$ cat src/core/bus_interface_defs.vh
// constants for the multiplexed dram bus interface
// assumes a single 25 MHz system clock and a synchronous active-high reset
`ifndef BUS_INTERFACE_DEFS_VH
`define BUS_INTERFACE_DEFS_VH
`define ST_IDLE 3'h0
`define ST_ROW 3'h1
`define ST_COL 3'h2
`define ST_WAIT 3'h3
`define ST_FINAL 3'h4
`define ST_HOLD 3'h5
`define ST_INTA 3'h6
`define ROW_LO 9
`define ROW_HI 17
`define MIN_WAITS 2'h2
`define POLL_PERIOD 3'h5
`define POLL_LAST 3'h4
`endif

$ cat src/core/ready_sync.v
// two-flop synchroniser for the ready input
// assumes ready may change at any time relative to clk_sys
`timescale 1ns/1ps
module ready_sync (
  input wire clk_sys, // system clock
  input wire reset, // synchronous reset
  input wire ready_in, // raw ready
  output reg ready_sync_r // synchronised ready
);
  reg ready_meta_r;
  always @(posedge clk_sys) begin
    if (reset) begin
      ready_meta_r <= 1'b1;
      ready_sync_r <= 1'b1;
    end else begin
      ready_meta_r <= ready_in;
      ready_sync_r <= ready_meta_r;
    end
  end
endmodule

$ cat src/core/poll_waiter.v
// poll instruction wait logic
// assumes poll_start is a one-cycle pulse from the sequencer
`include "bus_interface_defs.vh"
`timescale 1ns/1ps
module poll_waiter (
  input wire clk_sys, // system clock
  input wire reset, // synchronous reset
  input wire poll_start, // begin a poll instruction
  input wire poll_n, // poll pin, low = go
  input wire port1_line4_is_input, // port1 line4 in input mode
  output reg poll_busy_r, // still waiting
  output reg poll_done_r // one-cycle completion pulse
);
  reg [2:0] cnt_r;
  wire poll_low = poll_n | ~port1_line4_is_input ? ~port1_line4_is_input : 1'b1;
  always @(posedge clk_sys) begin
    if (reset) begin
      poll_busy_r <= 1'b0;
      poll_done_r <= 1'b0;
      cnt_r <= 3'h0;
    end else begin
      poll_done_r <= 1'b0;
      if (poll_start && !poll_busy_r) begin
        if (poll_low) begin
          poll_done_r <= 1'b1;
        end else begin
          poll_busy_r <= 1'b1;
          cnt_r <= 3'h0;
        end
      end else if (poll_busy_r) begin
        if (cnt_r == `POLL_LAST) begin
          cnt_r <= 3'h0;
          if (poll_low) begin
            poll_busy_r <= 1'b0;
            poll_done_r <= 1'b1;
          end
        end else begin
          cnt_r <= cnt_r + 3'h1;
        end
      end
    end
  end
endmodule

$ cat src/core/multiplexed_dram_bus_interface.v
// external bus sequencer: multiplexed address, strobes, hold, interrupt vector
// assumes the core issues one request at a time and waits for req_done_r
`include "bus_interface_defs.vh"
`timescale 1ns/1ps
module multiplexed_dram_bus_interface (
  input wire clk_sys, // system clock
  input wire reset, // synchronous reset
  input wire req_valid, // core bus request, level until accepted
  input wire req_io, // 1 = io cycle
  input wire req_write, // 1 = write
  input wire req_word, // 1 = 16-bit access
  input wire [19:0] req_addr, // byte address
  input wire [15:0] req_wdata, // write data
  output reg req_accept_r, // request taken pulse
  output reg req_done_r, // access complete pulse
  output reg [15:0] req_rdata_r, // read data
  input wire insn_last_cycle, // last clock of an instruction
  input wire irq_enable, // software interrupt mask, 1 = allowed
  input wire irq_request, // external maskable interrupt
  output reg irq_taken_r, // vector valid pulse
  output reg [7:0] irq_vector_r, // captured vector
  input wire poll_start, // poll instruction start
  input wire poll_n, // poll pin
  input wire port1_line4_is_input, // port1 line4 mode
  output reg poll_busy_r, // poll still waiting
  output reg poll_done_r, // poll finished pulse
  input wire refresh_req, // refresh pulse from refresh unit
  input wire ready, // ready pin, low = wait
  input wire bus_hold_request, // outside master wants bus
  output reg bus_hold_grant_n, // hold granted, low
  output reg [10:0] addr_mux_o, // multiplexed lines: bits 9..17 or 1..8, plus 18/ube
  output reg addr_mux_oe, // enable for addr_mux_o
  output reg addr_a0_o, // address bit 0
  output reg addr_a19_o, // address bit 19
  output reg addr_fixed_oe, // enable for bits 0 and 19
  output reg [15:0] data_o, // data bus out
  output reg data_lo_oe, // enable low data byte
  output reg data_hi_oe, // enable high data byte
  input wire [15:0] data_i, // data bus in
  output reg memory_request_n, // memory request
  output reg memory_strobe_n, // memory strobe
  output reg io_strobe_n, // io strobe
  output reg read_write_o, // 1 read, 0 write
  output reg refresh_pulse_n, // refresh request out
  output reg ctrl_oe, // enable for request, strobes, read/write, refresh
  output reg irq_acknowledge_n, // interrupt acknowledge
  output wire system_clock_output // clock out
);
  reg [2:0] state_r;
  reg [1:0] wait_cnt_r;
  reg cyc_io_r, cyc_write_r, second_r, split_r;
  reg [19:0] cyc_addr_r;
  reg [15:0] cyc_wdata_r;
  reg ube_n_r;
  reg irq_pend_r;
  wire ready_s;

  assign system_clock_output = clk_sys;

  ready_sync u_ready (
    .clk_sys(clk_sys),
    .reset(reset),
    .ready_in(ready),
    .ready_sync_r(ready_s)
  );

  wire poll_busy_w, poll_done_w;
  poll_waiter u_poll (
    .clk_sys(clk_sys),
    .reset(reset),
    .poll_start(poll_start),
    .poll_n(poll_n),
    .port1_line4_is_input(port1_line4_is_input),
    .poll_busy_r(poll_busy_w),
    .poll_done_r(poll_done_w)
  );
  always @(posedge clk_sys) begin
    if (reset) begin
      poll_busy_r <= 1'b0;
      poll_done_r <= 1'b0;
    end else begin
      poll_busy_r <= poll_busy_w;
      poll_done_r <= poll_done_w;
    end
  end

  // row bits go on lines 0..8, line 9 spare, line 10 is bit 18 or byte enable
  function [10:0] row_lines;
    input [19:0] a;
    row_lines = {a[18], 1'b0, a[`ROW_HI:`ROW_LO]};
  endfunction
  function [10:0] col_lines;
    input [19:0] a;
    input ube_n;
    col_lines = {ube_n, 2'b00, a[8:1]};
  endfunction

  // byte lanes: an odd word goes low byte first at odd, then even of next
  wire odd_word = req_word & req_addr[0];
  wire req_ube_n = ~(req_word | req_addr[0]);

  always @(posedge clk_sys) begin
    if (reset) begin
      state_r <= `ST_IDLE;
      wait_cnt_r <= 2'h0;
      cyc_io_r <= 1'b0;
      cyc_write_r <= 1'b0;
      second_r <= 1'b0;
      split_r <= 1'b0;
      cyc_addr_r <= 20'h00000;
      cyc_wdata_r <= 16'h0000;
      ube_n_r <= 1'b1;
      irq_pend_r <= 1'b0;
      req_accept_r <= 1'b0;
      req_done_r <= 1'b0;
      req_rdata_r <= 16'h0000;
      irq_taken_r <= 1'b0;
      irq_vector_r <= 8'h00;
      bus_hold_grant_n <= 1'b1;
      addr_mux_o <= 11'h000;
      addr_mux_oe <= 1'b0;
      addr_a0_o <= 1'b0;
      addr_a19_o <= 1'b0;
      addr_fixed_oe <= 1'b0;
      data_o <= 16'h0000;
      data_lo_oe <= 1'b0;
      data_hi_oe <= 1'b0;
      memory_request_n <= 1'b1;
      memory_strobe_n <= 1'b1;
      io_strobe_n <= 1'b1;
      read_write_o <= 1'b1;
      refresh_pulse_n <= 1'b1;
      ctrl_oe <= 1'b0;
      irq_acknowledge_n <= 1'b1;
    end else begin
      req_accept_r <= 1'b0;
      req_done_r <= 1'b0;
      irq_taken_r <= 1'b0;
      refresh_pulse_n <= ~refresh_req;
      case (state_r)
        `ST_IDLE: begin
          memory_request_n <= 1'b1;
          memory_strobe_n <= 1'b1;
          io_strobe_n <= 1'b1;
          irq_acknowledge_n <= 1'b1;
          data_lo_oe <= 1'b0;
          data_hi_oe <= 1'b0;
          ctrl_oe <= 1'b1;
          addr_mux_oe <= 1'b1;
          addr_fixed_oe <= 1'b1;
          // second byte of a split word is its own bus cycle with a fresh request edge
          if (split_r && second_r) begin
            split_r <= 1'b0;
            addr_mux_o <= row_lines(cyc_addr_r);
            addr_a0_o <= cyc_addr_r[0];
            addr_a19_o <= cyc_addr_r[19];
            memory_request_n <= 1'b0;
            state_r <= `ST_ROW;
          end else if (bus_hold_request) begin
            state_r <= `ST_HOLD;
            bus_hold_grant_n <= 1'b0;
            ctrl_oe <= 1'b0;
            addr_mux_oe <= 1'b0;
            addr_fixed_oe <= 1'b0;
          end else if (irq_pend_r) begin
            irq_pend_r <= 1'b0;
            irq_acknowledge_n <= 1'b0;
            state_r <= `ST_INTA;
          end else if (req_valid) begin
            req_accept_r <= 1'b1;
            cyc_io_r <= req_io;
            cyc_write_r <= req_write;
            cyc_addr_r <= req_addr;
            cyc_wdata_r <= req_wdata;
            split_r <= odd_word;
            second_r <= 1'b0;
            ube_n_r <= req_ube_n;
            addr_mux_o <= row_lines(req_addr);
            addr_a0_o <= req_addr[0];
            addr_a19_o <= req_addr[19];
            memory_request_n <= 1'b0;
            read_write_o <= ~req_write;
            state_r <= `ST_ROW;
          end
        end
        `ST_ROW: begin
          addr_mux_o <= col_lines(cyc_addr_r, ube_n_r);
          wait_cnt_r <= 2'h0;
          if (cyc_io_r) begin
            io_strobe_n <= 1'b0;
          end else begin
            memory_strobe_n <= 1'b0;
          end
          if (cyc_write_r) begin
            data_o <= cyc_addr_r[0] ? {cyc_wdata_r[7:0], cyc_wdata_r[15:8]} : cyc_wdata_r;
            data_lo_oe <= 1'b1;
            data_hi_oe <= 1'b1;
          end
          state_r <= `ST_COL;
        end
        `ST_COL: begin
          if (!ready_s) begin
            wait_cnt_r <= 2'h0;
            state_r <= `ST_WAIT;
          end else begin
            state_r <= `ST_FINAL;
          end
        end
        `ST_WAIT: begin
          if (wait_cnt_r != `MIN_WAITS) begin
            wait_cnt_r <= wait_cnt_r + 2'h1;
          end
          if (ready_s && wait_cnt_r >= 2'h1) begin
            state_r <= `ST_FINAL;
          end
        end
        `ST_FINAL: begin
          memory_strobe_n <= 1'b1;
          io_strobe_n <= 1'b1;
          memory_request_n <= 1'b1;
          data_lo_oe <= 1'b0;
          data_hi_oe <= 1'b0;
          if (split_r && !second_r) begin
            req_rdata_r[7:0] <= data_i[15:8]; // odd byte rides the upper lane
            cyc_wdata_r <= {8'h00, cyc_wdata_r[15:8]};
            cyc_addr_r <= cyc_addr_r + 20'h00001;
            ube_n_r <= 1'b1;
            second_r <= 1'b1;
            state_r <= `ST_IDLE;
          end else begin
            if (second_r) begin
              req_rdata_r[15:8] <= data_i[7:0];
            end else if (cyc_addr_r[0]) begin
              req_rdata_r <= {8'h00, data_i[15:8]};
            end else begin
              req_rdata_r <= data_i;
            end
            req_done_r <= 1'b1;
            read_write_o <= 1'b1;
            state_r <= `ST_IDLE;
          end
        end
        `ST_INTA: begin
          irq_acknowledge_n <= 1'b1;
          irq_vector_r <= data_i[7:0];
          irq_taken_r <= 1'b1;
          state_r <= `ST_IDLE;
        end
        `ST_HOLD: begin
          if (!bus_hold_request) begin
            bus_hold_grant_n <= 1'b1;
            ctrl_oe <= 1'b1;
            addr_mux_oe <= 1'b1;
            addr_fixed_oe <= 1'b1;
            state_r <= `ST_IDLE;
          end
        end
        default: begin
          state_r <= `ST_IDLE;
        end
      endcase
      // after the case so a new request wins over the clear in the same cycle
      if (insn_last_cycle && irq_enable && irq_request) begin
        irq_pend_r <= 1'b1;
      end
    end
  end
endmodule

$ cat config.mk
export PLATFORM = sky130hd
export DESIGN_NAME = multiplexed_dram_bus_interface
export DESIGN_NICKNAME = d
export VERILOG_FILES = /design/src/core/ready_sync.v /design/src/core/poll_waiter.v /design/src/core/multiplexed_dram_bus_interface.v
export VERILOG_INCLUDE_DIRS = /design/src /design/src/core
export SDC_FILE = /design/constraint.sdc
export NUM_CORES = 1
export LEC_CHECK = 0
export ABC_CLOCK_PERIOD_IN_PS = 2200
export BUFFER_PORTS_ARGS = -buffer_cell sky130_fd_sc_hd__buf_2
export CAP_MARGIN = 40
export CORE_UTILIZATION = 45
export DETAILED_ROUTE_END_ITERATION = 10
export HOLD_SLACK_MARGIN = 0.05
export PLACE_DENSITY = 0.69
export SLEW_MARGIN = 25
export SYNTH_ARGS = -nofsm -noshare
export SYNTH_HDL_FRONTEND = slang
export SYNTH_HIERARCHICAL = 1
export SYNTH_SLANG_ARGS = --single-unit
$ cat constraint.sdc
create_clock -name clk_sys -period 2.2 [get_ports clk_sys]
set_clock_uncertainty 0.1 [all_clocks]
set_input_delay 0.55 -clock clk_sys [delete_from_list [all_inputs] [get_ports clk_sys]]
set_output_delay 0.55 -clock clk_sys [all_outputs]
set_load 0.005 [all_outputs]
# After elaboration in Yosys (flattened, before gate mapping)
# Index checks and enable logic that the tools add are counted.
[op_classes]
n_reduce_logical = 38
magnitude_cmp = 1
n_bitwise = 13
muxes = 105
add_sub_neg = 3
eq_ne = 32
[ops]
columns = ["operator", "count"]
rows = [
  ["$mux W16", 7],
  ["$mux W20", 5],
  ["$mux W1", 58],
  ["$mux W11", 4],
  ["$pmux W20 S2", 1],
  ["$mux W3", 11],
  ["$ne A2 B2 Y1 const B", 16],
  ["$pmux W16 S2", 1],
  ["$mux W8", 3],
  ["$pmux W11 S2", 1],
  ["$add A20 B1 Y20 const B", 1],
  ["$pmux W1 S2", 10],
  ["$reduce_and A2 Y1", 8],
  ["$reduce_bool A2 Y1", 8],
  ["$pmux W3 S5", 1],
  ["$eq A3 B3 Y1 const B", 4],
  ["$reduce_and A4 Y1", 3],
  ["$reduce_and A6 Y1", 2],
  ["$ne A2 B1 Y1 const B", 5],
  ["$not A1 Y1", 10],
  ["$ne A3 B3 Y1 const B", 3],
  ["$reduce_and A3 Y1", 3],
  ["$eq A3 B2 Y1 const B", 2],
  ["$logic_and A1 B1 Y1", 6],
  ["15 further kinds", 19],
]
[totals]
ff_bits = 121
in_bits = 67
elab_cells = 228
out_inout_bits = 71

# Longest topological paths before layout
[logic_depth]
depth_word = 7
ltp_mapped = 8
ltp_nobuf = 6

# Cells and area by module
# The synthesis kept the hierarchy.
[modules_own_cells]
columns = ["mod", "seq_area_each_um2", "area_each_um2", "cells_per_inst", "n_inst"]
rows = [
  ["multiplexed_dram_bus_interface", 2262.2, 5469.0, 656, 1],
  ["poll_waiter", 100.1, 252.7, 25, 1],
  ["ready_sync", 40.0, 52.6, 4, 1],
]

==> results.sh <==
export IMPL_via_count=5705
export IMPL_synth_avg_cell_area_sq_um=8.43
export IMPL_dp_hpwl_um=11000
export IMPL_rrSetupSlack_ps=140
export IMPL_cp_cell_sequence="clkbuf_16 > clkbuf_16 > buf_2"
export IMPL_grt_util_met2=0.394
export IMPL_start_util=0.459
export IMPL_worstHoldPathType="primary input to flip-flop"
export IMPL_wl_um=15900
export IMPL_ff2ff_path_depth=5
export IMPL_synthArstFlopShare=0
export IMPL_wl_per_cell_um=15.9
export IMPL_syn_nets=757
export IMPL_crit_type="clock port to primary output"
export IMPL_ys_seq_elements=120
export IMPL_synth_ff_type="dfxtp_1"
export IMPL_cts_resized=0
export IMPL_fin_ws_ps=92.3
export IMPL_viasPerCell=5.71
export IMPL_placed_cells_incl_taps=965
export IMPL_layout_nets=887
export IMPL_synth_enable_flop_cells=0
export IMPL_r2r_end="cyc_addr_r[14]"
export IMPL_setup_violations=0
export IMPL_crit_path_start="clk_sys"
export IMPL_arrival_ps=1460
export IMPL_grt_pass1_vias=5266
export IMPL_crit_required_ps=1550
export IMPL_port_buffers=136
export IMPL_clkPwrFrac=0.403
export IMPL_power_frac_seq=0.343
export IMPL_dr_pass1_iters=5
export IMPL_antenna_found_initial=2
export IMPL_met1_usage=0.309
export IMPL_grt_max_degree=56
export IMPL_rows=41
export IMPL_worst_setup_path_start_kind="clock port"
export IMPL_status="finished, final reports clean"
export IMPL_hold_viol_final=0
export IMPL_p_int_mw=5.52
export IMPL_synth_warnings=6
export IMPL_instances_no_fill=1000
export IMPL_ant_nets=0
export IMPL_hold_start="ready"
export IMPL_placed_area_sq_um=6720
export IMPL_final_cell_area_sq_um=7410
export IMPL_grtUsageMet3=0.0654
export IMPL_grtUsageTotal=0.247
export IMPL_ios=138
export IMPL_tns_ps=0
export IMPL_hold_ws_ps=102
export IMPL_synth_cells=685
export IMPL_combPwrFrac=0.254
export IMPL_fp_dieH_um=115
export IMPL_cts_setup_buffers=0
export IMPL_endpoint_kind="primary output"
export IMPL_ir_worst_vdd_uv=655
export IMPL_busiest_layer="met2"
export IMPL_holdPathEnd="u_ready/ready_meta_r"
export IMPL_fillCellCount=1120
export IMPL_syn_area_sq_um=5770
export IMPL_die_x_um=115
export IMPL_power_leakage_nw=3.11
export IMPL_drv_slew=0
export IMPL_ys_types=66
export IMPL_cts_tree="built"
export IMPL_die_area_sq_um=13300
export IMPL_tightest_slew_ps=613
export IMPL_grt_pass1_wl_um=25300
export IMPL_crit_fanout=2
export IMPL_remaining_drc_errors=0
export IMPL_p_switching_mw=2.37
export IMPL_r2r_start="irq_pend_r"
export IMPL_clock_latency_ps=530
export IMPL_drive_gt1_frac=0.266
export IMPL_whs_path_depth=2
export IMPL_clk_pin_slew_ps=50
export IMPL_cpPeakStageDelay_ps=130
export IMPL_core_sq_um=12600
export IMPL_drtIter0Drc=530
export IMPL_drv_cap=0
export IMPL_crit_top_cell="clkbuf_16"
export IMPL_grt_overflow_total=0
export IMPL_switching_share=0.300
export IMPL_pre_cts_ws_ps=-88.6
export IMPL_postCtsHoldBufs=0
export IMPL_synthToLayoutAreaGrowth_pct=28.4
export IMPL_slew_headroom=0.591
export IMPL_routabilityCongestion=0.900
export IMPL_crit_slowest_cell="clkbuf_16"
export IMPL_grt_setup_unrepaired="no"
export IMPL_p_per_area_nw_per_um2=1060
export IMPL_yosysSeqAreaShare=0.416
per-layer routing:
metal	routed length (um)	vias up	part of all wire
li1	-	2743	-
met1	7010	2673	0.44
met2	7380	248	0.46
met3	1190	41	0.075
met4	360	0	0.023
met5	0	-	0
state kept, by name (all words and copies together), names as in the netlist, 2 cells and up:
| signal | flops |
|---|---|
| addr_mux_o | 10 |
| u_poll/cnt_r | 3 |
| state_r | 3 |
| cyc_wdata_r | 16 |
| irq_vector_r | 8 |
| req_rdata_r | 16 |
| cyc_addr_r | 20 |
| wait_cnt_r | 2 |
| data_o | 16 |
power by group through the flow:
| stage | Combinational (mW) | Sequential [mW] | Clock, mW |
|---|---|---|---|
| after floorplan | 1.32 | 2.70 | 0.0295 |
| after global placement | 1.93 | 2.73 | 0.0197 |
| after detailed placement | 1.98 | 2.75 | 0.0197 |
| after CTS | 2.00 | 2.71 | 3.23 |
| after global routing | 2.22 | 2.75 | 3.31 |
| final | 2.00 | 2.71 | 3.18 |
cells in the final DEF, fill, tap and decap left out, types with 6 or more instances in the layout:
cell and count:
buf_2 135, mux2i_1 37, nand4_1 11, buf_4 31, a211o_1 10, nand2_1 66
nand3_1 15, nand2b_1 11, a22oi_1 19, o21ai_0 22, dfxtp_1 120, a211oi_1 39
clkbuf_16 20, nor3_1 8, nor2_1 82, a21oi_1 50, buf_12 6, and3_1 6
inv_1 12, nor2b_1 7, a311oi_1 16, and2_1 7
cell usage after synthesis (7+ instances only):
library cell	count	area (sq um)
a311oi_1	16	140
nor2_1	82	308
a211o_1	10	87.6
a21oi_1	50	250
clkbuf_1	34	128
nand3_1	15	75.1
a211oi_1	39	293
nor2b_1	7	43.8
nand4_1	11	68.8
and2_1	7	43.8
dfxtp_1	120	2400
a22oi_1	19	143
nand2_1	66	248
o21ai_0	22	110
inv_1	12	45.0
buf_2	18	90.1
nand2b_1	11	68.8
mux2i_1	37	370
nor3_1	8	40.0
worst max-delay path by stage:
stage	to	slack (ps)	cells past startpoint
after floorplan	cyc_addr_r[4]	130	7
after global placement	cyc_addr_r[14]	-40	6
after detailed placement	cyc_addr_r[14]	-90	6
after CTS	system_clock_output	90	3
after global routing	cyc_addr_r[14]	50	5
final	system_clock_output	90	3
worst max-delay path, delay by kind of cell:
kind | cells | cell delay [ps]
buf+inv | 3 | 360
logic make-up after synthesis:
kind of cell | after synthesis | share of synthesized area
compound gates | 200 | 0.243
fa+ha+maj | 5 | 0.0108
simple gates | 244 | 0.202
xor+xnor | 1 | 0.00152
flops | 120 | 0.416
other cells | 1 | 0.000649
buf+inv | 76 | 0.0600
mux | 38 | 0.0661
metrics by stage:
| stage | total power, mW | utilization |
|---|---|---|
| after CTS | 7.93 | 0.589 |
| after floorplan | 4.05 | - |
| final | 7.89 | 0.590 |
| after detailed placement | 4.74 | 0.535 |
| after global placement | 4.68 | 0.535 |
| after global routing | 8.28 | 0.589 |
area by class of cell:
class                      instances  area, sq um  share of cell area
tap                              172          215              0.0290
timing repair buffer             171         1020               0.138
antenna                            2         5.00            0.000675
sequential                       120         2400               0.324
clock inverter                     8          146              0.0198
multi-input combinational        489         3030               0.409
clock buffer                      26          544              0.0734
inverter                          12         45.0             0.00608
No activity file was read; power rests on OpenSTA's default activity.
